**src/monitor_cfg_pkg.sv**
```systemverilog
package monitor_cfg_pkg;

	// Register indices; byte address is four times the index
	localparam logic [5:0] IDX_CONV_CHANNEL_CONTROL = 6'h16;
	localparam logic [5:0] IDX_ATTEN_CONFIG_A = 6'h18;
	localparam logic [5:0] IDX_ATTEN_CONFIG_B = 6'h19;
	localparam logic [5:0] IDX_FAN_RAMP_CONTROL_A = 6'h1A;
	localparam logic [5:0] IDX_BLOCK_STATUS = 6'h1E;
	localparam logic [5:0] IDX_BLOCK_CONTROL = 6'h1F;

	// Reset values
	localparam logic [7:0] RST_CONV_CHANNEL_CONTROL = 8'h00;
	localparam logic [7:0] RST_ATTEN_CONFIG_A = 8'hFF;
	localparam logic [7:0] RST_ATTEN_CONFIG_B = 8'h37;
	localparam logic [7:0] RST_FAN_RAMP_CONTROL_A = 8'h00;

	// Channel control fields
	localparam int EXTRA_OUT_A_BIT = 0;
	localparam int EXTRA_OUT_B_BIT = 1;
	localparam int SINGLE_MODE_BIT = 2;
	localparam int CHAN_SEL_LSB = 3;
	localparam int CHAN_SEL_MSB = 7;
	// Highest channel code that maps to a real input
	localparam logic [4:0] CHAN_CODE_LAST = 5'h11;

	// Attenuator fields
	localparam int ATTEN_A_RSVD_BIT = 0;
	localparam logic [7:0] ATTEN_B_RSVD_MASK = 8'hC8;

	// Acoustics fields
	localparam int ACOUSTIC_A_BIT = 0;
	localparam int ACOUSTIC_B_BIT = 1;
	localparam int RATE_A_LSB = 2;
	localparam int RATE_B_LSB = 5;
	localparam int RATE_WIDTH = 3;

	// Block control fields
	localparam int SOFT_RESET_BIT = 0;
	localparam int LOCK_BIT = 1;
	localparam int STATUS_LOCK_BIT = 16;

	// Ramp timing: slowest code walks 33 % to 100 % duty in 35 s
	localparam int unsigned CLK_HZ = 40_000_000;
	localparam int unsigned RAMP_SLOWEST_TIME_S = 35;
	localparam int unsigned RAMP_SPAN_STEPS = 170;
	localparam int unsigned SLOT_CYCLES = RAMP_SLOWEST_TIME_S * CLK_HZ / RAMP_SPAN_STEPS;
	localparam int SLOT_CNT_WIDTH = 24;

	typedef enum logic [1:0] {
		RAMP_HOLD = 2'b00,
		RAMP_UP = 2'b01,
		RAMP_DOWN = 2'b10
	} ramp_dir_t;

	function automatic logic [7:0] ramp_step(input logic [2:0] code);
		logic [7:0] step;
		step = 8'h01;
		case (code)
			3'h0: step = 8'h01;
			3'h1: step = 8'h02;
			3'h2: step = 8'h03;
			3'h3: step = 8'h05;
			3'h4: step = 8'h08;
			3'h5: step = 8'h0C;
			3'h6: step = 8'h18;
			3'h7: step = 8'h30;
			default: step = 8'h01;
		endcase
		return step;
	endfunction

endpackage

```
**src/fan_duty_ramp.sv**
```systemverilog
module fan_duty_ramp #(
	parameter int unsigned SLOT_CYCLES = monitor_cfg_pkg::SLOT_CYCLES
) (
	// Clock and reset
	input wire logic clk_in,
	input wire logic reset_in,
	input wire logic ce_in,
	// Configuration
	input wire logic enable_in,
	input wire logic [2:0] rate_in,
	input wire logic [7:0] target_duty_in,
	// Applied duty
	output logic [7:0] duty_out
);

	logic [monitor_cfg_pkg::SLOT_CNT_WIDTH-1:0] slot_cnt;
	logic slot_tick;
	logic [7:0] step;
	monitor_cfg_pkg::ramp_dir_t dir;

	assign slot_tick = (slot_cnt == monitor_cfg_pkg::SLOT_CNT_WIDTH'(SLOT_CYCLES - 1));
	assign step = monitor_cfg_pkg::ramp_step(rate_in);

	always_comb begin
		if (target_duty_in > duty_out) begin
			dir = monitor_cfg_pkg::RAMP_UP;
		end else if (target_duty_in < duty_out) begin
			dir = monitor_cfg_pkg::RAMP_DOWN;
		end else begin
			dir = monitor_cfg_pkg::RAMP_HOLD;
		end
	end

	always_ff @(posedge clk_in or posedge reset_in) begin
		if (reset_in) begin
			slot_cnt <= '0;
		end else if (ce_in) begin
			slot_cnt <= slot_tick ? '0 : slot_cnt + 1'b1;
		end
	end

	always_ff @(posedge clk_in or posedge reset_in) begin
		if (reset_in) begin
			duty_out <= 8'h00;
		end else if (ce_in) begin
			if (!enable_in) begin
				duty_out <= target_duty_in;
			end else if (slot_tick) begin
				case (dir)
					monitor_cfg_pkg::RAMP_UP: begin
						duty_out <= (target_duty_in - duty_out > step) ? duty_out + step
							: target_duty_in;
					end
					monitor_cfg_pkg::RAMP_DOWN: begin
						duty_out <= (duty_out - target_duty_in > step) ? duty_out - step
							: target_duty_in;
					end
					default: duty_out <= duty_out;
				endcase
			end
		end
	end
endmodule // fan_duty_ramp

```
**src/monitor_config_registers.sv**
```systemverilog
// Our own choice: the APB interface to the registers.
module monitor_config_registers #(
	parameter int unsigned SLOT_CYCLES = monitor_cfg_pkg::SLOT_CYCLES
) (
	// Clock, reset, enable
	input wire logic clk_in,
	input wire logic reset_in,
	input wire logic ce_in,
	// APB slave
	input wire logic psel_in,
	input wire logic penable_in,
	input wire logic pwrite_in,
	input wire logic [7:0] paddr_in,
	input wire logic [31:0] pwdata_in,
	output logic [31:0] prdata_out,
	output logic pready_out,
	output logic pslverr_out,
	// Fan duty targets from the speed controller
	input wire logic [7:0] fan_drive_one_target_in,
	input wire logic [7:0] fan_drive_two_target_in,
	// Extra output function on general pins
	output logic extra_output_enable_a_out,
	output logic extra_output_enable_b_out,
	// Measurement sequencer
	output logic single_channel_mode_out,
	output logic [4:0] channel_select_out,
	output logic single_channel_active_out,
	// Analog input conditioning
	output logic [7:0] attenuator_cfg_a_out,
	output logic [7:0] attenuator_cfg_b_out,
	// Fan ramp and configuration lock status
	output logic acoustic_enable_a_out,
	output logic acoustic_enable_b_out,
	output logic [7:0] fan_drive_one_duty_out,
	output logic [7:0] fan_drive_two_duty_out,
	output logic config_locked_out
);

	logic [7:0] conv_ctrl;
	logic [7:1] atten_a;
	logic [7:0] atten_b;
	logic [7:0] ramp_ctrl;
	logic lock;
	logic [31:0] next_rdata;
	logic next_slverr;
	logic access_done;
	logic wr_done;
	logic addr_aligned;
	logic [5:0] idx;
	logic cfg_wr;
	logic soft_reset;
	logic [1:0] ramp_enable;
	logic [1:0][2:0] ramp_rate;
	logic [1:0][7:0] ramp_target;
	logic [1:0][7:0] ramp_duty;

	assign idx = paddr_in[7:2];
	assign addr_aligned = (paddr_in[1:0] == 2'b00);
	assign access_done = ce_in && psel_in && penable_in && pready_out;
	assign wr_done = access_done && pwrite_in && addr_aligned;
	assign cfg_wr = wr_done && !lock;
	assign soft_reset = wr_done && (idx == monitor_cfg_pkg::IDX_BLOCK_CONTROL)
		&& pwdata_in[monitor_cfg_pkg::SOFT_RESET_BIT];

	// One wait state: pready rises in the second access cycle
	always_ff @(posedge clk_in or posedge reset_in) begin
		if (reset_in) begin
			pready_out <= 1'b0;
		end else if (ce_in) begin
			pready_out <= psel_in && penable_in && !pready_out;
		end
	end

	always_comb begin
		next_rdata = 32'h0000_0000;
		next_slverr = 1'b0;
		if (!addr_aligned) begin
			next_slverr = 1'b1;
		end else begin
			case (idx)
				monitor_cfg_pkg::IDX_CONV_CHANNEL_CONTROL: next_rdata[7:0] = conv_ctrl;
				monitor_cfg_pkg::IDX_ATTEN_CONFIG_A: next_rdata[7:0] = {atten_a, 1'b1};
				monitor_cfg_pkg::IDX_ATTEN_CONFIG_B: next_rdata[7:0] = atten_b;
				monitor_cfg_pkg::IDX_FAN_RAMP_CONTROL_A: next_rdata[7:0] = ramp_ctrl;
				monitor_cfg_pkg::IDX_BLOCK_STATUS: begin
					next_rdata[7:0] = ramp_duty[0];
					next_rdata[15:8] = ramp_duty[1];
					next_rdata[monitor_cfg_pkg::STATUS_LOCK_BIT] = lock;
				end
				monitor_cfg_pkg::IDX_BLOCK_CONTROL: begin
					next_rdata[monitor_cfg_pkg::LOCK_BIT] = lock;
				end
				default: next_slverr = 1'b1;
			endcase
		end
	end

	// Read data is loaded with pready so it is stable for the whole answer cycle
	always_ff @(posedge clk_in or posedge reset_in) begin
		if (reset_in) begin
			prdata_out <= 32'h0000_0000;
			pslverr_out <= 1'b0;
		end else if (ce_in) begin
			if (psel_in && penable_in && !pready_out) begin
				prdata_out <= pwrite_in ? 32'h0000_0000 : next_rdata;
				pslverr_out <= next_slverr;
			end else begin
				prdata_out <= 32'h0000_0000;
				pslverr_out <= 1'b0;
			end
		end
	end

	// Lock is only undone by the hardware reset, never by software reset
	always_ff @(posedge clk_in or posedge reset_in) begin
		if (reset_in) begin
			lock <= 1'b0;
		end else if (wr_done && idx == monitor_cfg_pkg::IDX_BLOCK_CONTROL
				&& pwdata_in[monitor_cfg_pkg::LOCK_BIT]) begin
			lock <= 1'b1;
		end
	end

	always_ff @(posedge clk_in or posedge reset_in) begin
		if (reset_in) begin
			conv_ctrl <= monitor_cfg_pkg::RST_CONV_CHANNEL_CONTROL;
		end else if (soft_reset) begin
			conv_ctrl <= monitor_cfg_pkg::RST_CONV_CHANNEL_CONTROL;
		end else if (cfg_wr && idx == monitor_cfg_pkg::IDX_CONV_CHANNEL_CONTROL) begin
			conv_ctrl <= pwdata_in[7:0];
		end
	end

	always_ff @(posedge clk_in or posedge reset_in) begin
		if (reset_in) begin
			atten_a <= monitor_cfg_pkg::RST_ATTEN_CONFIG_A[7:1];
		end else if (soft_reset) begin
			atten_a <= monitor_cfg_pkg::RST_ATTEN_CONFIG_A[7:1];
		end else if (cfg_wr && idx == monitor_cfg_pkg::IDX_ATTEN_CONFIG_A) begin
			atten_a <= pwdata_in[7:1];
		end
	end

	// Attenuator B, reserved bits kept as storage
	always_ff @(posedge clk_in or posedge reset_in) begin
		if (reset_in) begin
			atten_b <= monitor_cfg_pkg::RST_ATTEN_CONFIG_B;
		end else if (soft_reset) begin
			atten_b <= monitor_cfg_pkg::RST_ATTEN_CONFIG_B;
		end else if (cfg_wr && idx == monitor_cfg_pkg::IDX_ATTEN_CONFIG_B) begin
			atten_b <= pwdata_in[7:0];
		end
	end

	always_ff @(posedge clk_in or posedge reset_in) begin
		if (reset_in) begin
			ramp_ctrl <= monitor_cfg_pkg::RST_FAN_RAMP_CONTROL_A;
		end else if (soft_reset) begin
			ramp_ctrl <= monitor_cfg_pkg::RST_FAN_RAMP_CONTROL_A;
		end else if (cfg_wr && idx == monitor_cfg_pkg::IDX_FAN_RAMP_CONTROL_A) begin
			ramp_ctrl <= pwdata_in[7:0];
		end
	end

	// Sequencer sees only assigned codes in mode
	always_ff @(posedge clk_in or posedge reset_in) begin
		if (reset_in) begin
			single_channel_active_out <= 1'b0;
		end else if (ce_in) begin
			single_channel_active_out <= conv_ctrl[monitor_cfg_pkg::SINGLE_MODE_BIT]
				&& (conv_ctrl[monitor_cfg_pkg::CHAN_SEL_MSB:monitor_cfg_pkg::CHAN_SEL_LSB]
				<= monitor_cfg_pkg::CHAN_CODE_LAST);
		end
	end

	assign extra_output_enable_a_out = conv_ctrl[monitor_cfg_pkg::EXTRA_OUT_A_BIT];
	assign extra_output_enable_b_out = conv_ctrl[monitor_cfg_pkg::EXTRA_OUT_B_BIT];
	assign single_channel_mode_out = conv_ctrl[monitor_cfg_pkg::SINGLE_MODE_BIT];
	assign channel_select_out = conv_ctrl[monitor_cfg_pkg::CHAN_SEL_MSB:monitor_cfg_pkg::CHAN_SEL_LSB];
	assign attenuator_cfg_a_out = {atten_a, 1'b1};
	assign attenuator_cfg_b_out = atten_b;
	assign acoustic_enable_a_out = ramp_ctrl[monitor_cfg_pkg::ACOUSTIC_A_BIT];
	assign acoustic_enable_b_out = ramp_ctrl[monitor_cfg_pkg::ACOUSTIC_B_BIT];
	assign config_locked_out = lock;
	assign fan_drive_one_duty_out = ramp_duty[0];
	assign fan_drive_two_duty_out = ramp_duty[1];

	assign ramp_enable = ramp_ctrl[monitor_cfg_pkg::ACOUSTIC_B_BIT:monitor_cfg_pkg::ACOUSTIC_A_BIT];
	assign ramp_rate[0] = ramp_ctrl[monitor_cfg_pkg::RATE_A_LSB +: monitor_cfg_pkg::RATE_WIDTH];
	assign ramp_rate[1] = ramp_ctrl[monitor_cfg_pkg::RATE_B_LSB +: monitor_cfg_pkg::RATE_WIDTH];
	assign ramp_target[0] = fan_drive_one_target_in;
	assign ramp_target[1] = fan_drive_two_target_in;

	for (genvar ch = 0; ch < 2; ch++) begin : g_ramp
		fan_duty_ramp #(
			.SLOT_CYCLES(SLOT_CYCLES)
		) u_ramp (
			.clk_in(clk_in),
			.reset_in(reset_in),
			.ce_in(ce_in),
			.enable_in(ramp_enable[ch]),
			.rate_in(ramp_rate[ch]),
			.target_duty_in(ramp_target[ch]),
			.duty_out(ramp_duty[ch])
		);
	end
endmodule // monitor_config_registers

```
**config.mk**
```make
export PLATFORM = sky130hd
export DESIGN_NAME = monitor_config_registers
export DESIGN_NICKNAME = d
export VERILOG_FILES = /design/src/monitor_cfg_pkg.sv /design/src/fan_duty_ramp.sv /design/src/monitor_config_registers.sv
export SDC_FILE = /design/constraint.sdc
export NUM_CORES = 1
export LEC_CHECK = 0
export BUFFER_PORTS_ARGS = -buffer_cell sky130_fd_sc_hd__buf_2
export CAP_MARGIN = 30
export CORE_MARGIN = 5
export CORE_UTILIZATION = 59
export DETAILED_ROUTE_END_ITERATION = 10
export PLACE_DENSITY = 0.83
export SLEW_MARGIN = 40
export SYNTH_ARGS = -nofsm -noshare
export SYNTH_HDL_FRONTEND = slang
export SYNTH_SLANG_ARGS = --single-unit
```
**constraint.sdc**
```tcl
create_clock -name clk_in -period 7.19 [get_ports clk_in]
set_input_delay 0.719 -clock clk_in [delete_from_list [all_inputs] [get_ports clk_in]]
set_output_delay 0.719 -clock clk_in [all_outputs]
set_load 0.02 [all_outputs]
```
==> summary.md, run 1 <==
| Metric | Value |
|---|---|
| Total core area | 0.01453 sq mm |
| Synth area leaders | dfrtp_1, ha_1, nor2_1 |
| Worst r2r src | g_ramp[1].u_ramp.duty_out[0] |
| Total gr overflow | 0 |
| Pin count of the biggest net entering global routing | 81 |
| Share of cells above drive strength 1 | 15.46% |
| Worst setup EP type | flop |
| Met3 usage | 5.382% |
| Initial core utilization | around three fifths |
| Arr. time, crit path | 4.26 ns |
| Max-Cap Viols | 0 |
| CP Max Fanout | 8 |
| Power density cells | approximately 210 mW/mm^2 |
| Count leader, synth | nor2_1 |
| Vias in the first global route | around 7,600 |
| Slew margin rel. | about 46% |
| Clock transition at path regs | around 0.060 ns |
| DR WL/cell | 18.49 um |
| Cell area after layout | 0.009928 sq mm |
| DP Worst Slack | between 2 and 3 ns |
| Final wirelength | 23,270 um |
| # H-tree levels | 4 |
| Root Driver | clkbuf_16 |
| Nets | roughly 1,200 |
| Setup TNS | 0 ns |
| Vias/cell | between 6 and 7 |
| Startpoint types | flop |
| Die area | about 0.017 sq mm |
| Area Overhead vs Synth | 13.16% |
| Worst R2R End | g_ramp[1].u_ramp.duty_out[5] |
| Final worst setup slack | 3.187 ns |
| Setup Skew | a little over 0.009 ns |
| Final Hold Violating Endpoints | 0 |
| Fmax | 249.8 MHz |
| Yosys reg bits | about 120 |
| Critical path required time | roughly 7.5 ns |
| Most Used Layer, Global Route | met2 |
| Diode count | 0 |
| RSZ-0062 raised after global routing | no |
| Post-synth EDFFs | 0 |
| Share of synthesized registers carrying an async set or reset | 100.0% |
| P_leak | about 5 nW |
| Sequential area share after synthesis | about 33% |
| First-pass GRT wire length | around 38,000 um |
| Critical Path Start | g_ramp[1].u_ramp.duty_out[0] |
| Initial antenna violation count | 0 |
| Fin Hold WS | 0.3295 ns |
| Antenna Nets Post-Route | 0 |
| Warnings from Yosys | 0 |
| Critical path type | reg -> reg |
| Vias | between 7,000 and 8,000 |
| Placed cell area | just over 0.009 sq mm |
| FF-to-FF setup slack | ~3.2 ns |
| Gate Count Post-Synth | 973 |
| DR iter-0 viols | approximately 840 |
| Slew Viols, Final | 0 |
| # Post-CTS Setup Buffers | 0 |
| Reg2reg path depth | 15 |
| Setup violators final | 0 |
| TritonCTS Buffers | 17 |
| Crit path to | g_ramp[1].u_ramp.duty_out[5] |
| Post-layout util | between 60 and 70% |
| Final Critical Period | about 4 ns |
| Gr usage total | 26.22% |
| FP Rows | 44 |
| Cell taking the most area after synthesis | dfrtp_1 |
| Post-synthesis cell type count | 74 |
| CTS Sinks | roughly 120 |
| Worst hold path type | in -> async |
| Clk_lat worst skew | 0.42 ns |
| TritonRoute pass-1 iters | 6 |
| Clk buf depth | 2 |
| CTS resizes | 0 |
| GPL Wtd Cong | approximately 0.9 |
| Die Y-Extent | around 130 um |
| Syn Area/Cell | 9.017 sq um |
| CTS tree | built |
| Run status | complete, no violations |
| Io pins | 140 |
| Dominant synthesized flop cell | dfrtp_1 |
| I/O Buffers | a little under 100 |
| Met1 GRT Util | between 30% and 40% |
| Synth cell count leaders | nor2_1, dfrtp_1, ha_1, inv_1, nand2_1 |
| Met2 usage | 43.57% |
| Post-Syn Area | approximately 0.0088 sq mm |
| HPWL Detailed | around 17,000 um |
| Die X | around 130 um |
| DRC viols | 0 |
| Top-area cell type share of the netlist area | 29.66% |
| Final period utilization | roughly 56% |
| Slew @ Worst Pin | roughly 0.81 ns |
| Peak supply drop | ~0.18 mV |
| Hold-fix buffers at CTS | 0 |
## routing by layer
metal  wire length [um]  vias up  share of wire (%)
li1                   -     3615                  -
met1               9541     3725                 41
met2              11210      372                 48
met3               1921       77                8.3
met4                596        0                2.6
met5                  0        -                  0
## worst max-delay path, cell delays in order, from the launching register on
cell and delay [ns]:
dfrtp_1 0.46, inv_1 0.15, ha_1 0.17, inv_1 0.05, fa_1 0.41, a21o_1 0.18
a21oi_1 0.17, xnor2_1 0.14, ha_1 0.28, a21oi_1 0.14, a21boi_0 0.10, o32a_1 0.37
o31ai_2 0.61, o221ai_1 0.30, o2111ai_1 0.16, o221ai_1 0.16
## area by class of cell
cell class / count / area [sq um]
multi-input cells: 745 / 5374
fillers: 1140 / 4606
flip-flops and latches: 116 / 2918
repair buffers: 103 / 529.3
clock buffers: 19 / 432.9
inverters: 78 / 295.3
well taps: 184 / 230.2
clock inverters: 13 / 148.9
## cell usage in the layout (no fill, tap or decap), types with 6 or more instances in the layout
cell	Yosys	layout
fa_1	8	8
ha_1	84	84
nor3_1	15	14
o221ai_1	6	6
inv_1	76	75
mux2i_1	39	39
nand3_1	23	23
dfrtp_1	104	104
a211oi_1	9	9
a21oi_1	49	49
dfstp_2	12	12
buf_2	5	99
o211ai_1	8	8
o21ai_0	26	26
a221oi_1	12	12
a22o_1	13	13
nand2_1	67	67
a21o_1	13	13
xor2_1	37	37
nand4_1	24	24
nand2b_1	15	15
clkbuf_16	0	17
nor2b_1	12	12
xnor2_1	34	34
o21bai_1	8	8
a221o_1	6	6
and3_1	10	10
o2bb2ai_1	9	9
o22ai_1	7	7
nor2_1	109	109
conb_1	2	16
## cells by family (layout without fill, tap and decap cells)
family	Yosys count	in the layout	synth area share [%]
AOI/OAI and AO/OA	213	213	17.56
xor gates and xnor gates	71	71	7.088
adders and majority gates	92	92	13.80
buffers and inverters	126	213	6.147
DFF	116	116	33.26
muxes	40	40	4.578
other	2	16	0.08560
and+or+nand+nor	313	313	17.48
## where the power goes
part	switching (W)	leakage [nW]	total [W]	internal [W]
clock	0.000333	0.275	0.000848	0.000516
combinational	0.000266	3.26	0.000448	0.000182
sequential	0.0000597	1.52	0.000756	0.000696
## metrics by stage
step | std cells | power [W]
floorplan | 987 | 0.001090
global placement | 1225 | 0.001181
detailed placement | 1226 | 0.001199
CTS | 1258 | 0.002049
global route | 1258 | 0.002138
finish | 1258 | 0.002052
## sequential cells by signal, summed over array words and instances, names as in the netlist
name	count
atten_a	7
attenuator_cfg_b_out	8
config_locked_out	1
conv_ctrl	8
g_ramp.u_ramp.duty_out	16
g_ramp.u_ramp.slot_cnt	48
prdata_out	17
pready_out	1
pslverr_out	1
ramp_ctrl	8
single_channel_active_out	1
## how the worst min path moves through the flow
stage / end
after floorplan: g_ramp[0].u_ramp.slot_cnt[23]
after global placement: g_ramp[0].u_ramp.slot_cnt[23]
after detailed placement: g_ramp[0].u_ramp.slot_cnt[23]
after CTS: g_ramp[0].u_ramp.slot_cnt[21]
after global routing: g_ramp[0].u_ramp.slot_cnt[21]
final: g_ramp[0].u_ramp.slot_cnt[15]
No activity file was read; power rests on OpenSTA's default activity.
==> run 2, diff against run 1 <==
- CORE_UTILIZATION: 59 -> 53
- PLACE_DENSITY: 0.83 -> 0.78
- clock period: 7.19 -> 3.4 ns (I/O delays scaled with it)
==> summary.md, run 2 (synthesis gave the netlist of run 1 again) <==
| Metric | Value |
|---|---|
| Sw frac | 30.86% |
| Io pins | 140 |
| TritonRoute pass-1 iters | 7 |
| Power density cells | ~430 mW/mm^2 |
| Critical path required time | approximately 3.7 ns |
| Die area | between 0.015 and 0.02 sq mm |
| Worst hold path type | in -> async |
| DR iter-0 viols | about 700 |
| Clk buf depth | 2 |
| Failing checks | negative setup slack |
| Registers with the most flip-flops | g_ramp.u_ramp.slot_cnt: 48 flops, prdata_out: 17 flops, g_ramp.u_ramp.duty_out: 16 flops |
| First-pass GRT wire length | approximately 40,000 um |
| Initial antenna violation count | 0 |
| Total gr overflow | 0 |
| Overall power | roughly 0.0046 W |
| Fmax | 289.2 MHz |
| Peak supply drop | roughly 0.36 mV |
| DR WL/cell | approximately 18 um |
| Hold-fix buffers at CTS | 0 |
| Startpoint types | flop |
| Most frequent cells in the layout | nor2_1, dfrtp_1, buf_2 |
| Gr usage total | between 20% and 30% |
| Clock transition at path regs | ~0.05 ns |
| Slew @ Worst Pin | between 0.6 and 0.7 ns |
| # H-tree levels | 4 |
| Vias | around 8,100 |
| Vias in the first global route | 8,005 |
| Final period utilization | 101.7% |
| Internal power | between 0.003 and 0.004 W |
| Share of cells above drive strength 1 | between 20% and 30% |
| Area Overhead vs Synth | 23.42% |
| Max reg flops | 48 |
| Commonest non-fill, non-tap cell in the layout | nor2_1 |
| Root Driver | clkbuf_16 |
| GPL Wtd Cong | roughly 0.94 |
| Slew Viols, Final | 0 |
| Setup Skew | just over 0.007 ns |
| Die Y-Extent | around 140 um |
| HPWL Detailed | around 18,000 um |
| I/O Buffers | 99 |
| Clk pwr share | 40.2% |
| CTS Sinks | around 120 |
| FP Rows | 47 |
| Final Hold Violating Endpoints | 0 |
| Pin count of the biggest net entering global routing | 117 |
| Run status | finished with violations |
| Power share of the combinational group | approximately a quarter |
| RSZ-0062 raised after global routing | yes |
| Arr. time, crit path | around 3.8 ns |
| CTS tree | built |
| Antenna Nets Post-Route | 0 |
| Reg power frac | 34.1% |
| Final Critical Period | approximately 3.5 ns |
| CP Max Fanout | 5 |
| Die X | 138.7 um |
| Critical path type | reg -> reg |
| Net Sw Power | 0.001428 W |
| Largest register by flop count | g_ramp.u_ramp.slot_cnt |
| TritonCTS Buffers | 17 |
| DRC viols | 0 |
| Slew margin rel. | 57.77% |
| Nets | between 1,000 and 1,500 |
| Max-Cap Viols | 0 |
| P_leak | 5.465 nW |
| Setup TNS | -0.09534 ns |
| Setup violators final | 3 |
| Final wirelength | 24,910 um |
| Total core area | between 0.015 and 0.02 sq mm |
| Final worst setup slack | -0.05808 ns |
| Worst setup EP type | flop |
| Initial core utilization | a little over half |
| Clk_lat worst skew | around 0.43 ns |
| Vias/cell | about 5.9 |
run 2: cell types whose count changed in the layout (fill, tap and decap cells not counted), moves of 7 or more:
cell and change:
a21oi_1 -8, buf_4 +77, ha_1 -7, a21oi_2 +7
run 2: path summary, 6_finish.rpt:
path	slack (ns)	endpoint	startpoint	cells past startpoint
max in group asynchronous	2.80	g_ramp[1].u_ramp.duty_out[0]	reset_in	3
min reg2reg	0.48	g_ramp[0].u_ramp.slot_cnt[23]	g_ramp[0].u_ramp.slot_cnt[23]	1
min in group clk_in	0.19	g_ramp[0].u_ramp.duty_out[5]	fan_drive_one_target_in[5]	3
min	0.10	pready_out	reset_in	3
max reg2reg	-0.06	g_ramp[1].u_ramp.duty_out[2]	g_ramp[1].u_ramp.duty_out[0]	15
max	-0.06	g_ramp[1].u_ramp.duty_out[2]	g_ramp[1].u_ramp.duty_out[0]	15
run 2: what timing repair did:
item,in CTS,in global routing
buffers inserted,3,10
resized for setup,16,36
hold endpoints to repair,0,0
pin swaps,8,28
endpoints found under the setup margin,14,16
run 2: layout make-up:
cell class / instances / area, sq um
fillers: 1264 / 5579
multi-input cells: 745 / 5563
flip-flops and latches: 116 / 2922
repair buffers: 184 / 1161
clock buffers: 19 / 452.9
inverters: 78 / 296.5
well taps: 220 / 275.3
clock inverters: 12 / 155.1
diodes: 1 / 2.502
run 2: power groups by stage:
stage          logic, W  clock network (W)  registers, W
5_1_grt         0.00130            0.00194       0.00159
4_1_cts         0.00110            0.00188       0.00158
6_report        0.00119            0.00186       0.00158
3_5_place_dp    0.00107                  0       0.00160
3_3_place_gp    0.00103                  0       0.00159
2_1_floorplan  0.000716                  0       0.00160
run 2: critical path: stages (launching register included):
cell	delay, ns
dfrtp_2	0.40
inv_2	0.08
ha_4	0.13
inv_2	0.04
fa_2	0.34
a21o_1	0.17
a21oi_2	0.14
xnor2_1	0.15
ha_1	0.30
a21oi_1	0.15
a21boi_1	0.08
o32a_1	0.30
o31a_1	0.33
a22o_1	0.23
o2111a_1	0.22
a221o_1	0.27
run 2: per-stage QoR:
step                      cell area, sq um  hold WS [ns]  worst slack (ns)  std cells  utilization, %
after global placement                9922        0.4602           -0.1739       1330           60.47
after floorplan                       8845        0.4455          -0.09496        987               -
final                                10830        0.1027          -0.05808       1375           66.00
after global routing                 10830        0.1724           -0.1911       1374           65.98
after detailed placement              9922        0.4635           -0.2662       1330           60.47
after CTS                            10600        0.1317          -0.04330       1364           64.58
run 2: per-layer routing:
layer	up-vias	global-route usage (%)	wire (um)
met4	0	11.17	983
met1	3929	32.13	10220
met5	-	0	0
met2	337	43.60	12210
li1	3768	-	-
met3	89	4.724	1483
==> run 3, diff against run 2 <==
- SKIP_CTS_REPAIR_TIMING: not set -> 1
==> summary.md, run 3 (synthesis gave the netlist of run 1 again) <==
| Metric | Value |
|---|---|
| Worst r2r src | g_ramp[1].u_ramp.duty_out[0] |
| I/O Buffers | 99 |
| Antenna Nets Post-Route | 0 |
| Vias/cell | roughly 5.9 |
| Fin Hold WS | between 0.09 and 0.1 ns |
| Final worst setup slack | -0.2459 ns |
| Most frequent cells in the layout | nor2_1, dfrtp_1, buf_2 |
| Io pins | 140 |
| # H-tree levels | 4 |
| Fmax | roughly 270 MHz |
| Arr. time, crit path | roughly 4.0 ns |
| Run status | finished with violations |
| Reg2reg path depth | 15 |
| Pin count of the biggest net entering global routing | between 100 and 150 |
| Largest register by flop count | g_ramp.u_ramp.slot_cnt |
| P_leak | roughly 5.4 nW |
| First-pass GRT wire length | between 40,000 and 50,000 um |
| DRC viols | 0 |
| Slew @ Worst Pin | between 0.6 and 0.7 ns |
| CTS tree | built |
| Clk buf depth | 2 |
| Failing checks | negative setup slack |
| Worst setup EP type | flop |
| Die Y-Extent | 138.7 um |
| RSZ-0062 raised after global routing | yes |
| Vias | 8,055 |
| Gr usage total | between 20% and 30% |
| FP Rows | 47 |
| Slew Viols, Final | 0 |
| Max-Cap Viols | 0 |
| Setup violators final | 8 |
| Final wirelength | 24,910 um |
| Power density cells | about 430 mW/mm^2 |
| Worst hold path type | in -> async |
| HPWL Detailed | ~18,000 um |
| Max reg flops | 48 |
| Commonest non-fill, non-tap cell in the layout | nor2_1 |
| Final Hold Violating Endpoints | 0 |
| CTS Sinks | 116 |
| Vias in the first global route | ~8,000 |
| Placed cell area | 0.009922 sq mm |
| TritonCTS Buffers | 17 |
| Setup Skew | just over 0.007 ns |
| TritonRoute pass-1 iters | 5 |
| Critical path required time | ~3.7 ns |
| Final period utilization | 107.2% |
| Setup TNS | -1.154 ns |
| Nets | between 1,000 and 1,500 |
| Share of cells above drive strength 1 | between 20% and 30% |
| Total gr overflow | 0 |
| Final Critical Period | roughly 3.6 ns |
| Startpoint types | flop |
| Slew margin rel. | a little under three fifths |
| Die X | 138.7 um |
| GPL Wtd Cong | 0.9365 |
| CP Max Fanout | 5 |
| Worst R2R End | g_ramp[1].u_ramp.duty_out[2] |
| Clk_lat worst skew | about 0.43 ns |
| Cell area after layout | approximately 0.011 sq mm |
| DR WL/cell | roughly 18 um |
| Initial antenna violation count | 0 |
| DR iter-0 viols | about 680 |
| FF-to-FF setup slack | -0.25 ns |
| Die area | between 0.015 and 0.02 sq mm |
| Clock transition at path regs | 0.06 ns |
| Critical path type | reg -> reg |
| Area Overhead vs Synth | 22.20% |
| Total core area | roughly 0.016 sq mm |
| Peak supply drop | approximately 0.36 mV |
| Registers with the most flip-flops | g_ramp.u_ramp.slot_cnt: 48 flops, prdata_out: 17 flops, g_ramp.u_ramp.duty_out: 16 flops |
| Root Driver | clkbuf_16 |
| Initial core utilization | a little over half |
==> run 3: changes by cell type in the layout (fill, tap and decap cells not counted), sizes merged <==
cell,delta
buf,-7
==> run 3: worst max-delay path: stages, from the launching register on <==
cell and delay (ns):
dfrtp_2 0.41, inv_2 0.08, ha_4 0.13, inv_2 0.03
fa_2 0.34, a21o_1 0.18, a21oi_2 0.15, xnor2_1 0.09
ha_1 0.37, a21oi_2 0.16, a21boi_1 0.08, o32a_1 0.39
o31a_1 0.38, a22o_1 0.24, o2111a_1 0.22, a221o_1 0.26
==> run 3: worst max path at each step <==
stage,startpoint,to,depth (start not counted)
3_3_place_gp,fan_drive_two_target_in[2],g_ramp[1].u_ramp.duty_out[0],18
2_1_floorplan,g_ramp[1].u_ramp.duty_out[2],g_ramp[1].u_ramp.duty_out[2],14
6_report,g_ramp[1].u_ramp.duty_out[0],g_ramp[1].u_ramp.duty_out[2],15
4_1_cts,g_ramp[1].u_ramp.duty_out[0],g_ramp[1].u_ramp.duty_out[5],16
3_5_place_dp,fan_drive_two_target_in[2],g_ramp[1].u_ramp.duty_out[0],18
5_1_grt,g_ramp[1].u_ramp.duty_out[0],g_ramp[1].u_ramp.duty_out[2],15
==> run 3: where the power goes <==
group / internal, W / total (W) / leakage, nW / switching [W]
sequential: 0.00147 / 0.00158 / 1.51 / 0.000105
combinational: 0.000515 / 0.00116 / 3.63 / 0.000640
clock: 0.00118 / 0.00186 / 0.283 / 0.000677
total: 0.00317 / 0.00460 / 5.43 / 0.00142
==> run 3: stage by stage <==
| stage | total power [W] | utilization, % | instances | setup slack, ns |
|---|---|---|---|---|
| floorplan | 0.002314 | - | 987 | -0.09496 |
| global placement | 0.002624 | 60.47 | 1330 | -0.1739 |
| detailed placement | 0.002664 | 60.47 | 1330 | -0.2662 |
| CTS | 0.004532 | 64.18 | 1361 | -0.2419 |
| global route | 0.004800 | 65.33 | 1367 | -0.3488 |
| finish | 0.004596 | 65.35 | 1368 | -0.2459 |
==> run 3: metal layers <==
metal / GRT usage [%] / part of all wire, %
met3: 4.897 / 6.8
met4: 11.38 / 3.6
met5: 0 / 0
met2: 43.45 / 50
met1: 31.71 / 40
==> run 3: final cells by class <==
class                           count  area, sq um
Antenna cell                        1        2.502
Clock buffer                       19        452.9
Clock inverter                     12        155.1
Fill cell                        1286         5685
Inverter                           78        296.5
Multi-Input combinational cell    745         5509
Sequential cell                   116         2922
Tap cell                          220        275.3
Timing Repair Buffer              177         1109
